<file path="src/shared/swout_pkg.sv">
/*
 Constants, register map and carriers for the switch output controller.
 Assumes a 20 MHz clock and a classic Wishbone slave with 32-bit data.
*/
// Contract
// - on above off: close when value exceeds on
// - on above off: open when value below off
// - on below off: close when value below on
// - on below off: open when value exceeds off
// - limit mode waits switch-on delay before closing
// - limit mode waits switch-off delay before opening
// - error forces failure state: hold, open, closed; the code applies it in limit and digital-output modes only
// - present switch state readable as status
// - inversion swaps open and closed states
// - off mode always open, on always closed
// - diagnostic mode opens only on selected event class
// - digital-output mode tracks selected source block
`default_nettype none
package swout_pkg;
	localparam int unsigned CLK_HZ        = 20_000_000;
	localparam int unsigned TICK_MS       = 100;
	localparam int unsigned TICK_CYCLES   = CLK_HZ / 1000 * TICK_MS;
	localparam logic [9:0]  DELAY_MAX     = 10'h3E8;

	localparam logic [3:0] ADR_CTRL   = 4'h0;
	localparam logic [3:0] ADR_ON_VAL = 4'h4;
	localparam logic [3:0] ADR_OFF_VAL= 4'h8;
	localparam logic [3:0] ADR_DELAY  = 4'hC;
	localparam logic [3:0] ADR_STATUS = 4'h0;
	localparam logic [7:0] ADR_STAT_W = 8'h10;

	localparam logic [31:0] CTRL_RST  = 32'h0000_0000;
	localparam logic [31:0] DELAY_RST = 32'h0000_0000;

	typedef enum logic [2:0] {
		FN_OFF = 3'h0, FN_ON = 3'h1, FN_DIAG = 3'h2, FN_LIMIT = 3'h3, FN_DOUT = 3'h4
	} func_e;
	typedef enum logic [1:0] {FAIL_HOLD = 2'h0, FAIL_OPEN = 2'h1, FAIL_CLOSED = 2'h2} fail_e;
	typedef enum logic [1:0] {DC_ALARM = 2'h0, DC_ALARM_WARN = 2'h1, DC_WARN = 2'h2} diag_e;
	typedef enum logic [1:0] {LS_OPEN = 2'b00, LS_WAIT_ON = 2'b01,
		LS_CLOSED = 2'b11, LS_WAIT_OFF = 2'b10} lim_e;

	// ctrl word layout, high bits first
	typedef struct packed {
		logic [19:0] rsv;
		logic        invert;
		logic        limit_off;
		logic [1:0]  dout_sel;
		diag_e       diag_cls;
		fail_e       fail;
		logic        rsv2;
		func_e       func;
	} ctrl_s;

	typedef struct packed {
		logic [5:0] rsv;
		logic [9:0] off_dly;
		logic [5:0] rsv2;
		logic [9:0] on_dly;
	} delay_s;

	typedef struct packed {
		logic alarm;
		logic warning;
	} diag_s;
endpackage
`default_nettype wire

</file>
<file path="src/hdl/swout_ctrl.sv">
/*
 Switch output controller: limit comparison with hysteresis and delays,
 failure override, inversion, and a classic Wishbone register slave.
 Assumes the process value and discrete inputs are synchronous to clock_i.
*/
`timescale 1ns/1ns
`default_nettype none
module swout_ctrl #(
	parameter int unsigned TICK_CYCLES = swout_pkg::TICK_CYCLES
) (
	input  wire logic              clock_i,
	input  wire logic              sys_rst_i,
	input  wire logic              wb_cyc_i,
	input  wire logic              wb_stb_i,
	input  wire logic              wb_we_i,
	input  wire logic [7:0]        wb_adr_i,
	input  wire logic [3:0]        wb_sel_i,
	input  wire logic [31:0]       wb_dat_i,
	output logic      [31:0]       wb_dat_o,
	output logic                   wb_ack_o,
	input  wire logic signed [31:0] pv_i,
	input  wire logic              pv_err_i,
	input  wire swout_pkg::diag_s  diag_i,
	input  wire logic [1:0]        dout_src_i,
	output logic                   switch_closed_o
);
	swout_pkg::ctrl_s  ctrl_r, ctrl_nxt;
	swout_pkg::delay_s dly_r, dly_nxt;
	logic signed [31:0] on_val_r, on_val_nxt, off_val_r, off_val_nxt;
	logic [31:0] dat_r, dat_nxt;
	logic        ack_r, ack_nxt;

	function automatic logic [31:0] merge(input logic [31:0] old, input logic [31:0] d,
		input logic [3:0] sel);
		logic [31:0] r;
		r = old;
		for (int i = 0; i < 4; i++) begin
			if (sel[i]) begin
				r[i*8 +: 8] = d[i*8 +: 8];
			end
		end
		return r;
	endfunction

	function automatic logic [9:0] clamp(input logic [9:0] v);
		return (v > swout_pkg::DELAY_MAX) ? swout_pkg::DELAY_MAX : v;
	endfunction

	// tick divider: one pulse each 0.1 s
	// phase runs free, so a delay may end up to one tick early
	logic [$clog2(TICK_CYCLES)-1:0] div_r, div_nxt;
	logic tick_r, tick_nxt;
	always_comb begin
		tick_nxt = 1'b0;
		div_nxt  = div_r + 1'b1;
		if (div_r == ($clog2(TICK_CYCLES))'(TICK_CYCLES - 1)) begin
			div_nxt  = '0;
			tick_nxt = 1'b1;
		end
	end
	always_ff @(posedge clock_i or posedge sys_rst_i) begin
		if (sys_rst_i) begin
			div_r  <= '0;
			tick_r <= 1'b0;
		end else begin
			div_r  <= div_nxt;
			tick_r <= tick_nxt;
		end
	end

	// limit comparator with hysteresis and delays
	swout_pkg::lim_e st_r, st_nxt;
	logic [9:0] cnt_r, cnt_nxt;
	logic want_close, want_open, limit_en;
	always_comb begin
		limit_en = (ctrl_r.func == swout_pkg::FN_LIMIT) && !ctrl_r.limit_off;
		// equal thresholds take the second branch: close below, open above
		if (on_val_r > off_val_r) begin
			want_close = pv_i > on_val_r;
			want_open  = pv_i < off_val_r;
		end else begin
			want_close = pv_i < on_val_r;
			want_open  = pv_i > off_val_r;
		end
		st_nxt  = st_r;
		cnt_nxt = cnt_r;
		if (!limit_en) begin
			st_nxt  = swout_pkg::LS_OPEN;
			cnt_nxt = '0;
		end else begin
			case (st_r)
				swout_pkg::LS_OPEN: begin
					cnt_nxt = '0;
					if (want_close) begin
						st_nxt = swout_pkg::LS_WAIT_ON;
					end
				end
				swout_pkg::LS_WAIT_ON: begin
					if (!want_close) begin
						st_nxt  = swout_pkg::LS_OPEN;
						cnt_nxt = '0;
					end else if (cnt_r >= clamp(dly_r.on_dly)) begin
						st_nxt  = swout_pkg::LS_CLOSED;
						cnt_nxt = '0;
					end else if (tick_r) begin
						cnt_nxt = cnt_r + 1'b1;
					end
				end
				swout_pkg::LS_CLOSED: begin
					cnt_nxt = '0;
					if (want_open) begin
						st_nxt = swout_pkg::LS_WAIT_OFF;
					end
				end
				swout_pkg::LS_WAIT_OFF: begin
					if (!want_open) begin
						st_nxt  = swout_pkg::LS_CLOSED;
						cnt_nxt = '0;
					end else if (cnt_r >= clamp(dly_r.off_dly)) begin
						st_nxt  = swout_pkg::LS_OPEN;
						cnt_nxt = '0;
					end else if (tick_r) begin
						cnt_nxt = cnt_r + 1'b1;
					end
				end
				default: begin
					st_nxt  = swout_pkg::LS_OPEN;
					cnt_nxt = '0;
				end
			endcase
		end
	end
	always_ff @(posedge clock_i or posedge sys_rst_i) begin
		if (sys_rst_i) begin
			st_r  <= swout_pkg::LS_OPEN;
			cnt_r <= '0;
		end else begin
			st_r  <= st_nxt;
			cnt_r <= cnt_nxt;
		end
	end

	// output selection, failure override and inversion
	logic base, diag_hit, failed, closed_nxt, closed_r, out_nxt, out_r;
	always_comb begin
		case (ctrl_r.diag_cls)
			swout_pkg::DC_ALARM:      diag_hit = diag_i.alarm;
			swout_pkg::DC_ALARM_WARN: diag_hit = diag_i.alarm | diag_i.warning;
			swout_pkg::DC_WARN:       diag_hit = diag_i.warning;
			default:                  diag_hit = diag_i.alarm;
		endcase
		case (ctrl_r.func)
			swout_pkg::FN_OFF:   base = 1'b0;
			swout_pkg::FN_ON:    base = 1'b1;
			swout_pkg::FN_DIAG:  base = !diag_hit;
			swout_pkg::FN_LIMIT: base = (st_r == swout_pkg::LS_CLOSED) ||
				(st_r == swout_pkg::LS_WAIT_OFF);
			swout_pkg::FN_DOUT:  base = (ctrl_r.dout_sel == 2'h1) ? dout_src_i[0] :
				(ctrl_r.dout_sel == 2'h2) ? dout_src_i[1] : 1'b0;
			default:             base = 1'b0;
		endcase
		failed = pv_err_i && ((ctrl_r.func == swout_pkg::FN_LIMIT) ||
			(ctrl_r.func == swout_pkg::FN_DOUT));
		// hold keeps the pre-inversion state, so inversion still applies on top
		closed_nxt = base;
		if (failed) begin
			case (ctrl_r.fail)
				swout_pkg::FAIL_OPEN:   closed_nxt = 1'b0;
				swout_pkg::FAIL_CLOSED: closed_nxt = 1'b1;
				default:                closed_nxt = closed_r;
			endcase
		end
		out_nxt = closed_nxt ^ ctrl_r.invert;
	end
	always_ff @(posedge clock_i or posedge sys_rst_i) begin
		if (sys_rst_i) begin
			closed_r <= 1'b0;
			out_r    <= 1'b0;
		end else begin
			closed_r <= closed_nxt;
			out_r    <= out_nxt;
		end
	end
	assign switch_closed_o = out_r;

	// wishbone slave, ack one cycle after the request
	logic req;
	always_comb begin
		req         = wb_cyc_i && wb_stb_i && !ack_r;
		ctrl_nxt    = ctrl_r;
		dly_nxt     = dly_r;
		on_val_nxt  = on_val_r;
		off_val_nxt = off_val_r;
		dat_nxt     = dat_r;
		ack_nxt     = req;
		if (req && wb_we_i) begin
			case (wb_adr_i)
				{4'h0, swout_pkg::ADR_CTRL}:    ctrl_nxt = merge(ctrl_r, wb_dat_i, wb_sel_i);
				{4'h0, swout_pkg::ADR_ON_VAL}:  on_val_nxt = merge(on_val_r, wb_dat_i, wb_sel_i);
				{4'h0, swout_pkg::ADR_OFF_VAL}: off_val_nxt = merge(off_val_r, wb_dat_i, wb_sel_i);
				{4'h0, swout_pkg::ADR_DELAY}:   dly_nxt = merge(dly_r, wb_dat_i, wb_sel_i);
				default: ;
			endcase
			ctrl_nxt.rsv  = '0;
			ctrl_nxt.rsv2 = 1'b0;
			dly_nxt.rsv   = '0;
			dly_nxt.rsv2  = '0;
		end
		if (req && !wb_we_i) begin
			case (wb_adr_i)
				{4'h0, swout_pkg::ADR_CTRL}:    dat_nxt = ctrl_r;
				{4'h0, swout_pkg::ADR_ON_VAL}:  dat_nxt = on_val_r;
				{4'h0, swout_pkg::ADR_OFF_VAL}: dat_nxt = off_val_r;
				{4'h0, swout_pkg::ADR_DELAY}:   dat_nxt = dly_r;
				swout_pkg::ADR_STAT_W:          dat_nxt = {29'h0, st_r, out_r};
				default:                        dat_nxt = 32'h0;
			endcase
		end
	end
	always_ff @(posedge clock_i or posedge sys_rst_i) begin
		if (sys_rst_i) begin
			ctrl_r    <= swout_pkg::CTRL_RST;
			dly_r     <= swout_pkg::DELAY_RST;
			on_val_r  <= 32'h0000_0000;
			off_val_r <= 32'h0000_0000;
			dat_r     <= 32'h0000_0000;
			ack_r     <= 1'b0;
		end else begin
			ctrl_r    <= ctrl_nxt;
			dly_r     <= dly_nxt;
			on_val_r  <= on_val_nxt;
			off_val_r <= off_val_nxt;
			dat_r     <= dat_nxt;
			ack_r     <= ack_nxt;
		end
	end
	assign wb_dat_o = dat_r;
	assign wb_ack_o = ack_r;
endmodule // swout_ctrl
`default_nettype wire

</file>
<file path="config.mk">
export PLATFORM = sky130hd
export DESIGN_NAME = swout_ctrl
export DESIGN_NICKNAME = d
export VERILOG_FILES = /design/src/shared/swout_pkg.sv /design/src/hdl/swout_ctrl.sv
export SDC_FILE = /design/constraint.sdc
export NUM_CORES = 1
export LEC_CHECK = 0
export ABC_AREA = 1
export BUFFER_PORTS_ARGS = -buffer_cell sky130_fd_sc_hd__buf_2
export CAP_MARGIN = 20
export CORE_UTILIZATION = 54
export DETAILED_ROUTE_END_ITERATION = 8
export GPL_ROUTABILITY_DRIVEN = 0
export PLACE_DENSITY = 0.88
export SETUP_SLACK_MARGIN = 0.1
export SYNTH_ARGS = -nofsm -noshare
export SYNTH_HDL_FRONTEND = slang
export SYNTH_SLANG_ARGS = --single-unit
</file>
<file path="constraint.sdc">
create_clock -name clock_i -period 4.4 [get_ports clock_i]
set_input_delay 0.44 -clock clock_i [delete_from_list [all_inputs] [get_ports clock_i]]
set_output_delay 0.44 -clock clock_i [all_outputs]
set_load 0.03 [all_outputs]
</file>
* Word-level counts from Yosys, hierarchy flattened
Cells that the tools add are included.
** Storage, ports and cells
- Flip-flop bits (word level) :: 164
- Output and inout bits :: 34
- Logic and storage cells :: 119
** Operators by class
- Add/sub/neg operators :: 2
- $lt $le $gt $ge :: 9
- Equality and inequality tests :: 22
- Mux-type cells :: 28
- Bitwise operators :: 2
- Reductions and logical operators :: 30
** Operators with widths (count)
- case mux 32 bit (5 select lines) :: 1
- greater-than comparator 32 bit :: 3
- 2-to-1 mux 10 bit :: 8
- < comparator 32 bit :: 2
- AND reduction 3 bit :: 14
- case mux 10 bit (3 select lines) :: 1
- adder 21 x 1 -> 21 bit, second input constant :: 1
- equality test 21 bit, second input constant :: 1
- 2-to-1 mux 21 bit :: 1
- greater-or-equal comparator 10 bit :: 2
- greater-than comparator 10 bit, second input constant :: 2
- equality test 8 x 4 -> 1 bit, second input constant :: 2
- 2-to-1 mux 2 bit :: 7
- adder 10 x 1 -> 10 bit, second input constant :: 1
- equality test 2 bit, second input constant :: 5
- equality test 2 x 1 -> 1 bit, second input constant :: 4
- equality test 8 x 3 -> 1 bit, second input constant :: 1
- equality test 8 x 5 -> 1 bit, second input constant :: 1
- zero test 8 bit :: 1
- != test 4 bit, second input constant :: 2
- case mux 2 bit (4 select lines) :: 1
- equality test 3 x 2 -> 1 bit, second input constant :: 2
- logical AND 1 bit :: 6
- 2-to-1 mux 1 bit :: 6
- 12 further kinds :: 18

* Longest topological paths before layout
Gate-level depths: netlist (run 1).
- Depth after elaboration :: 7
- Gate-level depth with buffers :: 23
- Depth with buffers taken out :: 23

* Worst setup path after synthesis (run 1)
Ideal clock, no wire load.
- Kind :: input port to flip-flop
- Start :: input pv_i[31]
- End :: register cnt_r[0]
- Setup time :: 0.080 ns
- Arrival time :: 2.108 ns
- Setup slack :: 2.212 ns
- Cell stages on the path :: 13
- Path buffers :: 1
- Cell sequence :: ha_1 nand2_1 nor2_2 nand4_1 nor4_2 nand2_1 nand3_1 nand3_1 nand2_2 nand3_2 or2_1 buf_6 a21oi_1
** Between the ends
- Longest elaborated chain between the ends :: 5
** RTL lines
- start: declaration :: RTL line swout_ctrl.sv:21 : input wire logic signed [31:0] pv_i,
- greater-than comparator 32 bit (tied with other cells) :: RTL line swout_ctrl.sv:83 : want_open = pv_i > off_val_r;
- 2-to-1 mux 1 bit :: RTL line swout_ctrl.sv:78 : if (on_val_r > off_val_r) begin
- 2-to-1 mux 10 bit, on equally long branches :: RTL line swout_ctrl.sv:116, swout_ctrl.sv:99
- case mux 10 bit (3 select lines) (*) :: RTL line swout_ctrl.sv:91 : case (st_r)
- 2-to-1 mux 10 bit (*) :: RTL line swout_ctrl.sv:87 : if (!limit_en) begin
- named net cnt_nxt[0] :: RTL line swout_ctrl.sv:73 : logic [9:0] cnt_r, cnt_nxt;
- end signal: assignment :: RTL line swout_ctrl.sv:139 : cnt_r <= cnt_nxt;
- end: declaration :: RTL line swout_ctrl.sv:73
Mark *: on every way through the listed nets, which the timed path passes. The rest lies on a longest branch.
A chain may end at the register's enable or synchronous reset.

* Worst setup path in the final report (run 1)
- Start :: register off_val_r[31]
- End :: register st_r[0]
** Between the ends
- Longest elaborated chain between the ends :: 5
** RTL lines
- start: declaration :: RTL line swout_ctrl.sv:29 : logic signed [31:0] on_val_r, on_val_nxt, off_val_r, off_val_nxt;
- start signal: assignment :: RTL line swout_ctrl.sv:232 : off_val_r <= off_val_nxt;
- greater-than comparator 32 bit (tied with other cells) :: RTL line swout_ctrl.sv:83
- 2-to-1 mux 1 bit :: RTL line swout_ctrl.sv:78
- 2-to-1 mux 2 bit, on equally long branches :: RTL line swout_ctrl.sv:116, swout_ctrl.sv:99
- case mux 2 bit (4 select lines) :: RTL line swout_ctrl.sv:91
- 2-to-1 mux 2 bit :: RTL line swout_ctrl.sv:87
- end signal: assignment :: RTL line swout_ctrl.sv:135 : st_r <= swout_pkg::LS_OPEN;
- end signal: assignment :: RTL line swout_ctrl.sv:138 : st_r <= st_nxt;
- end: declaration :: RTL line swout_ctrl.sv:72 : swout_pkg::lim_e st_r, st_nxt;
Parallel ways exist; a longest one is shown, timed or not.

==> results.json, run 1 <==
{
  "drt_iter0_markers": 790,
  "regArea_mm2": 0.00410,
  "irDropWorstVdd_v": 0.000294,
  "dpl.hpwl_um": 21100,
  "critical_path.cell_chain": "inv_1, ha_1, nand2_1, nor2_1, nand2_1, nor3b_1, nand2_1, nand2_1, nand2_1, nand2_1, nand3_1, nand2_1, nand3_1, nand2_1, nor2_1, nand2_1, nand2_1",
  "fin_tns_setup_ns": 0,
  "leakagePower_nw": 5.93,
  "clk_latency_ns": 0.45,
  "final_cells": 1685,
  "htreeDepth": 4,
  "top_usage_layer": "met2",
  "rows": 50,
  "antenna_cells": 0,
  "track_usage_pct": 30.6,
  "ioPinCount": 120,
  "critPathKind": "flip-flop to flip-flop",
  "power_density_mw_per_mm2": 292,
  "grt_max_degree": 165,
  "timing.final.crit_period_ns": 3.08,
  "max_slew_margin_pct": 35.1,
  "drt-total-wl_um": 28800,
  "critPathBufInv": 1,
  "rsz0062_at_grt": "no",
  "start_util_pct": 55.2,
  "grt_pass1_wl_um": 47100,
  "routed_via_density": 5.77,
  "multi_input_area_mm2": 0.00535,
  "vias": 9716,
  "synth-seq-cells": 164,
  "cts_resized": 0,
  "fillers": 1509,
  "worst_slew_pin_slew_ns": 0.970,
  "max-cap-violations": 0,
  "worstPathMaxFanout": 5,
  "core_area_mm2": 0.0187,
  "cts_buffers": 17,
  "synth_area_mm2": 0.0103,
  "fin_skew_ns": 0.00707,
  "fin_crit_sh_pct": 70.0,
  "cpMaxStageDelayCell": "nor3b_1",
  "cpPeakStageDelay_ns": 0.63,
  "required_ns": 4.73,
  "slew_violations": 0,
  "drtAntennaViolNets": 0,
  "die_y_um": 140,
  "cp.arrival_ns": 3.41,
  "use_met1_pct": 37.3,
  "end_kind": "flip-flop",
  "syn_inst": 1322,
  "min_path_type": "primary input to async pin",
  "die-area_mm2": 0.0197,
  "drcViolationCount": 0,
  "timing.fmax_mhz": 325,
  "gr-total-overflow": 0,
  "outcome": "completed",
  "antenna_found_initial": 0,
  "synth.net_count": 1529,
  "path_common_cell": "nand2_1",
  "clockBufferDepth": 2,
  "yosysUniqueCellTypes": 41,
  "cts.sinks": 164,
  "cts_tree": "built",
  "setup_viol": 0,
  "hold_violations": 0,
  "ys_seq_area_share_pct": 39.8,
  "first_pass_iters": 6,
  "root_buffer": "clkbuf_16",
  "die_w_um": 140,
  "syn_area_per_cell_um2": 7.81,
  "syn_to_final_growth_pct": 14.4,
  "met2_usage_pct": 50.6,
  "crit_family": "simple AND/OR/NAND/NOR gates",
  "first_global_vias": 9729,
  "use_met3_pct": 5.64,
  "nets": 1645,
  "dp_cells": 1652,
  "clkTransAtPathRegs_ns": 0.07,
  "postCtsSetupBuffers": 0,
  "synth_warnings": 0,
  "start_kind": "flip-flop",
  "io_buffers": 119,
  "drive_gt1_share_pct": 12.7,
  "cts_hold_buf": 0,
  "wl_per_cell_um": 17.1
}
## layer usage
layer  up-vias  share of wire [%]
li1       4576                  -
met2       522                 47
met3       108                8.6
met4         0                4.7
met1      4510                 40
met5         -                  0
## final cells by class
type,instances,share of cell area (%)
Inverter,204,6.52
Multi-Input combinational cell,927,45.3
Clock inverter,10,1.22
Tap cell,234,2.48
Sequential cell,164,34.8
Clock buffer,22,4.19
Timing Repair Buffer,124,5.50
## placed cells by master, fill, tap and decap left out, types with 8 or more instances in the layout
| cell | synthesis | layout |
|---|---|---|
| nor3_1 | 13 | 13 |
| o21ai_0 | 137 | 137 |
| ha_1 | 121 | 121 |
| buf_2 | 1 | 119 |
| o22ai_1 | 31 | 31 |
| nand2_1 | 338 | 338 |
| clkbuf_16 | 0 | 17 |
| nor2_1 | 74 | 74 |
| nand3_2 | 8 | 8 |
| inv_1 | 203 | 202 |
| a21oi_1 | 88 | 88 |
| nand3_1 | 41 | 41 |
| nand4_1 | 13 | 13 |
| dfrtp_1 | 164 | 164 |
## sequential cells by signal, indices dropped and copies added (netlist names), 2 cells and up
| signal | count |
|---|---|
| wb_dat_o | 32 |
| dly_r | 20 |
| off_val_r | 32 |
| div_r | 21 |
| on_val_r | 32 |
| cnt_r | 10 |
| st_r | 2 |
| ctrl_r | 11 |
## Yosys cell counts
library cell | count | share of area (%)
dfrtp_1 | 164 | 40
nor3_2 | 1 | 0.097
a21o_1 | 3 | 0.22
nand2_2 | 1 | 0.061
ha_1 | 121 | 15
nand4_2 | 2 | 0.24
clkbuf_1 | 25 | 0.91
nand4_1 | 13 | 0.79
nor3_1 | 13 | 0.63
inv_2 | 1 | 0.036
o21a_1 | 7 | 0.51
nand3_2 | 8 | 0.78
a211oi_1 | 1 | 0.073
o21bai_1 | 2 | 0.15
nor2_1 | 74 | 2.7
a21oi_1 | 88 | 4.3
a221oi_1 | 4 | 0.34
nor2_2 | 5 | 0.30
nor4_1 | 3 | 0.18
o2111ai_1 | 5 | 0.42
buf_2 | 1 | 0.048
and2_1 | 1 | 0.061
nor3b_1 | 1 | 0.073
xnor2_1 | 1 | 0.085
nor2_4 | 3 | 0.33
o22ai_1 | 31 | 1.9
mux2_2 | 1 | 0.11
nand2_1 | 338 | 12
nor3_4 | 1 | 0.16
o211ai_1 | 1 | 0.073
inv_1 | 203 | 7.4
or2_2 | 2 | 0.12
buf_6 | 1 | 0.11
or2_1 | 1 | 0.061
xor2_1 | 7 | 0.59
o31ai_1 | 2 | 0.15
nand3b_1 | 5 | 0.36
nand3_1 | 41 | 2.0
nor3b_2 | 1 | 0.12
nor4_2 | 2 | 0.24
o21ai_0 | 137 | 6.6
## per-stage QoR
| step | hold slack, ns | worst slack (ns) | utilization (%) | power (mW) | area, µm² |
|---|---|---|---|---|---|
| 4_1_cts | 0.260 | 1.43 | 63.0 | 3.44 | 11800 |
| 3_3_place_gp | 0.460 | 1.49 | 59.6 | 1.85 | 11200 |
| 2_1_floorplan | 0.453 | 1.88 | - | 1.74 | 10300 |
| 3_5_place_dp | 0.465 | 1.48 | 59.6 | 1.86 | 11200 |
| 5_1_grt | 0.281 | 1.11 | 63.1 | 3.54 | 11800 |
| 6_report | 0.173 | 1.32 | 63.1 | 3.44 | 11800 |
## path summary, 6_finish.rpt
kind	start	endpoint	slack, ns	depth (start not counted)
hold reg to reg	wb_dat_o[5]	wb_dat_o[5]	0.48	2
setup reg to reg	off_val_r[31]	st_r[0]	1.32	17
max in group asynchronous	sys_rst_i	cnt_r[3]	3.48	3
hold / removal	sys_rst_i	off_val_r[10]	0.17	3
setup / recovery	off_val_r[31]	st_r[0]	1.32	17
min in group clock_i	wb_dat_i[15]	on_val_r[15]	0.26	3
## cells by family after synthesis
kind of cell,synth area share [%]
XOR/XNOR,0.679
AND/OR/NAND/NOR,21.6
multiplexers,0.109
adder cells (fa/ha/maj),14.7
flip-flops,39.8
buffers and inverters,8.49
AO/OA/AOI/OAI,14.7
## worst reg2reg max path: cells and delay by family (launching register included)
| kind | cells | cell delay (ns) |
|---|---|---|
| AND/OR/NAND/NOR | 15 | 2.15 |
| adder cells (fa/ha/maj) | 1 | 0.38 |
| flip-flops | 1 | 0.37 |
| buffers and inverters | 1 | 0.10 |
## where the power goes
part           internal [mW]  leakage (nW)  total, mW  switching [mW]
Sequential              1.52          2.27       1.53          0.0112
Clock                  0.972         0.305       1.60           0.633
Combinational          0.105          3.35      0.308           0.203
(Power assumes the default switching activity.)
==> run 2: changes to the inputs <==
Settings changed: CORE_UTILIZATION 54 to 60, PLACE_DENSITY 0.88 to 0.92.
Clock period 4.4 ns to 3 ns, I/O delays scaled along.
==> run 2 against run 1 <==
Worst hold slack worse by 0.17 ns; clock power up 32%; largest power group is now registers; clock skew up 0.0027 ns; critical path type unchanged; highest routed layer unchanged; routed wire length down 1.3%; first-iteration DRC count up 7.2%; non-clock buffer count up 8; die area down 9.9%; count of clock-buffer cells in the layout unchanged.
==> results.json, run 2 (synthesis results as in run 1) <==
{
  "drive_gt1_share_pct": 12.8,
  "cpPeakStageDelay_ns": 0.39,
  "rows": 47,
  "drt_iter0_markers": 847,
  "fillers": 1270,
  "htreeDepth": 4,
  "clkTransAtPathRegs_ns": 0.06,
  "critPathBufInv": 1,
  "timing.final.crit_period_ns": 2.75,
  "die_w_um": 133,
  "grt_max_degree": 67,
  "cts_hold_buf": 0,
  "io_buffers": 119,
  "outcome": "completed",
  "drt-total-wl_um": 28400,
  "setup_viol": 0,
  "rsz0062_at_grt": "no",
  "core_area_mm2": 0.0167,
  "end_kind": "flip-flop",
  "die-area_mm2": 0.0177,
  "syn_to_final_growth_pct": 14.1,
  "grt_pass1_wl_um": 46300,
  "critPathKind": "flip-flop to flip-flop",
  "layout_common_cells": "338 x nand2_1, 202 x inv_1, 164 x dfrtp_1",
  "nets": 1653,
  "fin_skew_ns": 0.00976,
  "dpl.hpwl_um": 21000,
  "max-cap-violations": 0,
  "cp.arrival_ns": 3.07,
  "final_common_cell": "nand2_1",
  "cts_tree": "built",
  "slew_violations": 0,
  "root_buffer": "clkbuf_16",
  "ioPinCount": 120,
  "min_path_type": "primary input to async pin",
  "hold_violations": 0,
  "postCtsSetupBuffers": 0,
  "antenna_cells": 0,
  "start_util_pct": 61.8,
  "clockBufferDepth": 2,
  "finalCoreUtilization_pct": 70.5,
  "wl_per_cell_um": 16.9,
  "worst_slew_pin_slew_ns": 0.898,
  "critical_path.cell_chain": "inv_1, ha_1, nand2_1, nor2_1, nand2_1, nor3b_2, nand2_1, nand3_1, nand3_1, nand2_1, nand2_1, nand3_1, nand2_1, o21ai_0, nand2_1",
  "required_ns": 3.31,
  "track_usage_pct": 33.5,
  "start_kind": "flip-flop",
  "drcViolationCount": 0,
  "drtAntennaViolNets": 0,
  "fin_tns_setup_ns": 0,
  "timing.fmax_mhz": 363,
  "path_common_cell": "nand2_1",
  "cts.sinks": 164,
  "crit_family": "simple AND/OR/NAND/NOR gates",
  "irDropWorstVdd_v": 0.000428,
  "leakagePower_nw": 5.93,
  "die_y_um": 133,
  "gr-total-overflow": 0,
  "fin_crit_sh_pct": 91.8,
  "max_slew_margin_pct": 40.1,
  "cpMaxStageDelayCell": "ha_1",
  "r2r_start": "off_val_r[31]",
  "first_pass_iters": 6,
  "power_density_mw_per_mm2": 409,
  "antenna_found_initial": 0,
  "vias": 9929,
  "worstPathMaxFanout": 5,
  "routed_via_density": 5.92,
  "cts_buffers": 17,
  "clk_latency_ns": 0.43,
  "first_global_vias": 9633,
  "startpoint": "off_val_r[31]"
}
run 2: power breakdown:
group | switching (mW) | leakage (nW) | internal (mW)
clock | 0.889 | 0.257 | 1.22
sequential | 0.0159 | 2.27 | 2.23
combinational | 0.302 | 3.41 | 0.160
run 2: metal layers:
layer | vias up | GRT usage, % | share of wire (%)
met5 | - | 0 | 0
met4 | 0 | 18.7 | 4.6
met3 | 140 | 6.58 | 8.9
met2 | 603 | 56.1 | 48
met1 | 4585 | 40.8 | 39
li1 | 4601 | - | -
run 2: cell type report:
class / instances / area (µm²) / share of cell area [%]
Multi-Input combinational cell: 927 / 5360 / 45.5
Tap cell: 220 / 275 / 2.34
Clock buffer: 22 / 444 / 3.77
Sequential cell: 164 / 4100 / 34.8
Inverter: 204 / 769 / 6.53
Clock inverter: 8 / 105 / 0.892
Timing Repair Buffer: 132 / 718 / 6.10
run 2: worst paths after layout:
check | to | slack [ns] | depth (start not counted)
worst max-delay path | st_r[0] | 0.25 | 15
worst min-delay path | off_val_r[8] | 0.004 | 2
worst max register to register | st_r[0] | 0.25 | 15
worst min register to register | wb_dat_o[13] | 0.48 | 2
max in group asynchronous | on_val_r[19] | 2.18 | 3
min in group clock_i | on_val_r[28] | 0.14 | 3
run 2: stage by stage:
step                      total power [mW]  hold slack, ns  instance area (µm²)  std cells  worst slack (ns)
after global placement                2.71           0.460                11200       1647             0.479
after floorplan                       2.55           0.453                10300       1322             0.615
after detailed placement              2.73           0.460                11200       1647             0.315
final                                 4.81         0.00358                11800       1677             0.246
after CTS                             4.81          0.0154                11800       1677             0.236
after global routing                  4.98          0.0432                11800       1677            0.0585
run 2: what timing repair did:
| item | in CTS | in global routing |
|---|---|---|
| resized for setup | 0 | 2 |
| endpoints found under the setup margin | 0 | 12 |
| hold endpoints to repair | 0 | 0 |
==> run 3: changes to the inputs <==
Settings changed: BUFFER_PORTS_ARGS -buffer_cell sky130_fd_sc_hd__buf_2 to default, CORE_UTILIZATION 60 to 65, DONT_BUFFER_PORTS from default to 1, PLACE_DENSITY 0.92 to 0.91.
==> run 3 against run 2 <==
Clock skew down 0.0026 ns; core utilization up 2.8 points; global-route usage up 3.0 points; first-iteration DRC count rose by 2.8%; fmax increased by 2.1%; combinational power is 22% lower; largest power group is now clock.
==> results.json, run 3 (synthesis results as in run 1) <==
{
  "outcome": "completed",
  "dp_cells": 1518,
  "first_global_vias": 9571,
  "drcViolationCount": 0,
  "clkTransAtPathRegs_ns": 0.07,
  "drt-total-wl_um": 28400,
  "wl_per_cell_um": 18.3,
  "fillers": 1074,
  "nets": 1535,
  "htreeDepth": 4,
  "final_cells": 1552,
  "die_y_um": 128,
  "required_ns": 3.36,
  "rsz0062_at_grt": "no",
  "max-cap-violations": 0,
  "worstPathMaxFanout": 10,
  "worst_slew_pin_slew_ns": 0.984,
  "multi_input_area_mm2": 0.00538,
  "rows": 45,
  "drtAntennaViolNets": 0,
  "die-area_mm2": 0.0164,
  "clockBufferDepth": 2,
  "timing.final.crit_period_ns": 2.70,
  "drt_iter0_markers": 871,
  "vias": 9541,
  "hold_violations": 0,
  "power_mw": 5.00,
  "cp.arrival_ns": 3.05,
  "grt_max_degree": 48,
  "first_pass_iters": 6,
  "start_kind": "flip-flop",
  "gr-total-overflow": 0,
  "power_density_mw_per_mm2": 444,
  "timing.fmax_mhz": 371,
  "place_area_mm2": 0.0106,
  "core_area_mm2": 0.0154,
  "min_path_type": "primary input to flip-flop",
  "fin_crit_sh_pct": 89.9,
  "regArea_mm2": 0.00410,
  "antenna_found_initial": 0,
  "cts_buffers": 17,
  "die_w_um": 128,
  "irDropWorstVdd_v": 0.000483,
  "grt_pass1_wl_um": 46000,
  "ioPinCount": 120,
  "cts_tree": "built",
  "max_slew_margin_pct": 34.3,
  "routed_via_density": 6.15,
  "syn_to_final_growth_pct": 9.25,
  "io_buffers": 0,
  "slew_violations": 0,
  "start_util_pct": 67.1,
  "clk_latency_ns": 0.44,
  "fin_skew_ns": 0.00713,
  "setup_viol": 0,
  "cts.sinks": 164,
  "fin_tns_setup_ns": 0,
  "leakagePower_nw": 5.48,
  "drive_gt1_share_pct": 5.67,
  "layout_common_cells": "338 x nand2_1, 202 x inv_1, 164 x dfrtp_1",
  "track_usage_pct": 36.5,
  "fin_area_mm2": 0.0113,
  "dpl.hpwl_um": 21300,
  "antenna_cells": 0,
  "root_buffer": "clkbuf_16",
  "end_kind": "flip-flop",
  "critPathKind": "flip-flop to flip-flop",
  "final_common_cell": "nand2_1"
}
run 3: final cells by class:
class | instances | area share, %
clock buffer | 21 | 4.17
timing repair buffer | 14 | 1.07
tap | 211 | 2.34
sequential | 164 | 36.4
inverter | 204 | 6.82
clock inverter | 11 | 1.53
multi-input combinational | 927 | 47.7
run 3: worst paths after layout:
kind                          startpoint            to  slack, ns  depth (start not counted)
setup / recovery           off_val_r[31]      cnt_r[5]       0.30                         16
hold / removal              wb_dat_i[28]  on_val_r[28]       0.02                          2
setup reg to reg           off_val_r[31]      cnt_r[5]       0.30                         16
hold reg to reg             off_val_r[3]  off_val_r[3]       0.49                          2
max in group asynchronous      sys_rst_i  wb_dat_o[24]       1.56                          3
min in group asynchronous      sys_rst_i  on_val_r[11]       0.47                          2
run 3: layer usage:
| layer | track usage (%) | vias to the layer above | wire (µm) |
|---|---|---|---|
| met5 | 0 | - | 0 |
| met2 | 60.6 | 538 | 13500 |
| li1 | - | 4369 | - |
| met3 | 10.4 | 145 | 2820 |
| met1 | 42.2 | 4489 | 10400 |
| met4 | 21.4 | 0 | 1630 |
run 3: worst max-delay path: stages, from the launching register on:
cell and delay, ns:
dfrtp_1 0.35, inv_1 0.08, ha_1 0.39, nand2_1 0.12
nor2_1 0.13, and2_1 0.19, nand2_1 0.07, inv_1 0.14
nand2_1 0.13, nand2_1 0.10, nand2_1 0.09, nand3_2 0.09
inv_1 0.07, nand2_2 0.08, nand3_2 0.11, or2_4 0.30
a21oi_1 0.17
run 3: through the flow:
step / hold WS (ns) / worst slack, ns / util (%)
6_report: 0.0224 / 0.303 / 73.4
3_3_place_gp: 0.323 / 0.399 / 68.9
3_5_place_dp: 0.335 / 0.295 / 68.9
5_1_grt: 0.0265 / 0.100 / 73.4
2_1_floorplan: 0.453 / 0.615 / -
4_1_cts: 0.0190 / 0.213 / 73.1
run 3: power breakdown:
group          total (mW)  internal [mW]  switching, mW
Clock                2.38           1.46          0.915
Sequential           2.26           2.23         0.0335
Combinational       0.362          0.114          0.247
run 3: what timing repair did:
| item | 4_1_cts | 5_1_grt |
|---|---|---|
| setup endpoints to repair | 0 | 12 |
| endpoints found under the hold margin | 30 | 0 |
| hold buffers | 1 | 0 |
| gates resized for setup | 0 | 5 |
| buffers inserted | 0 | 1 |
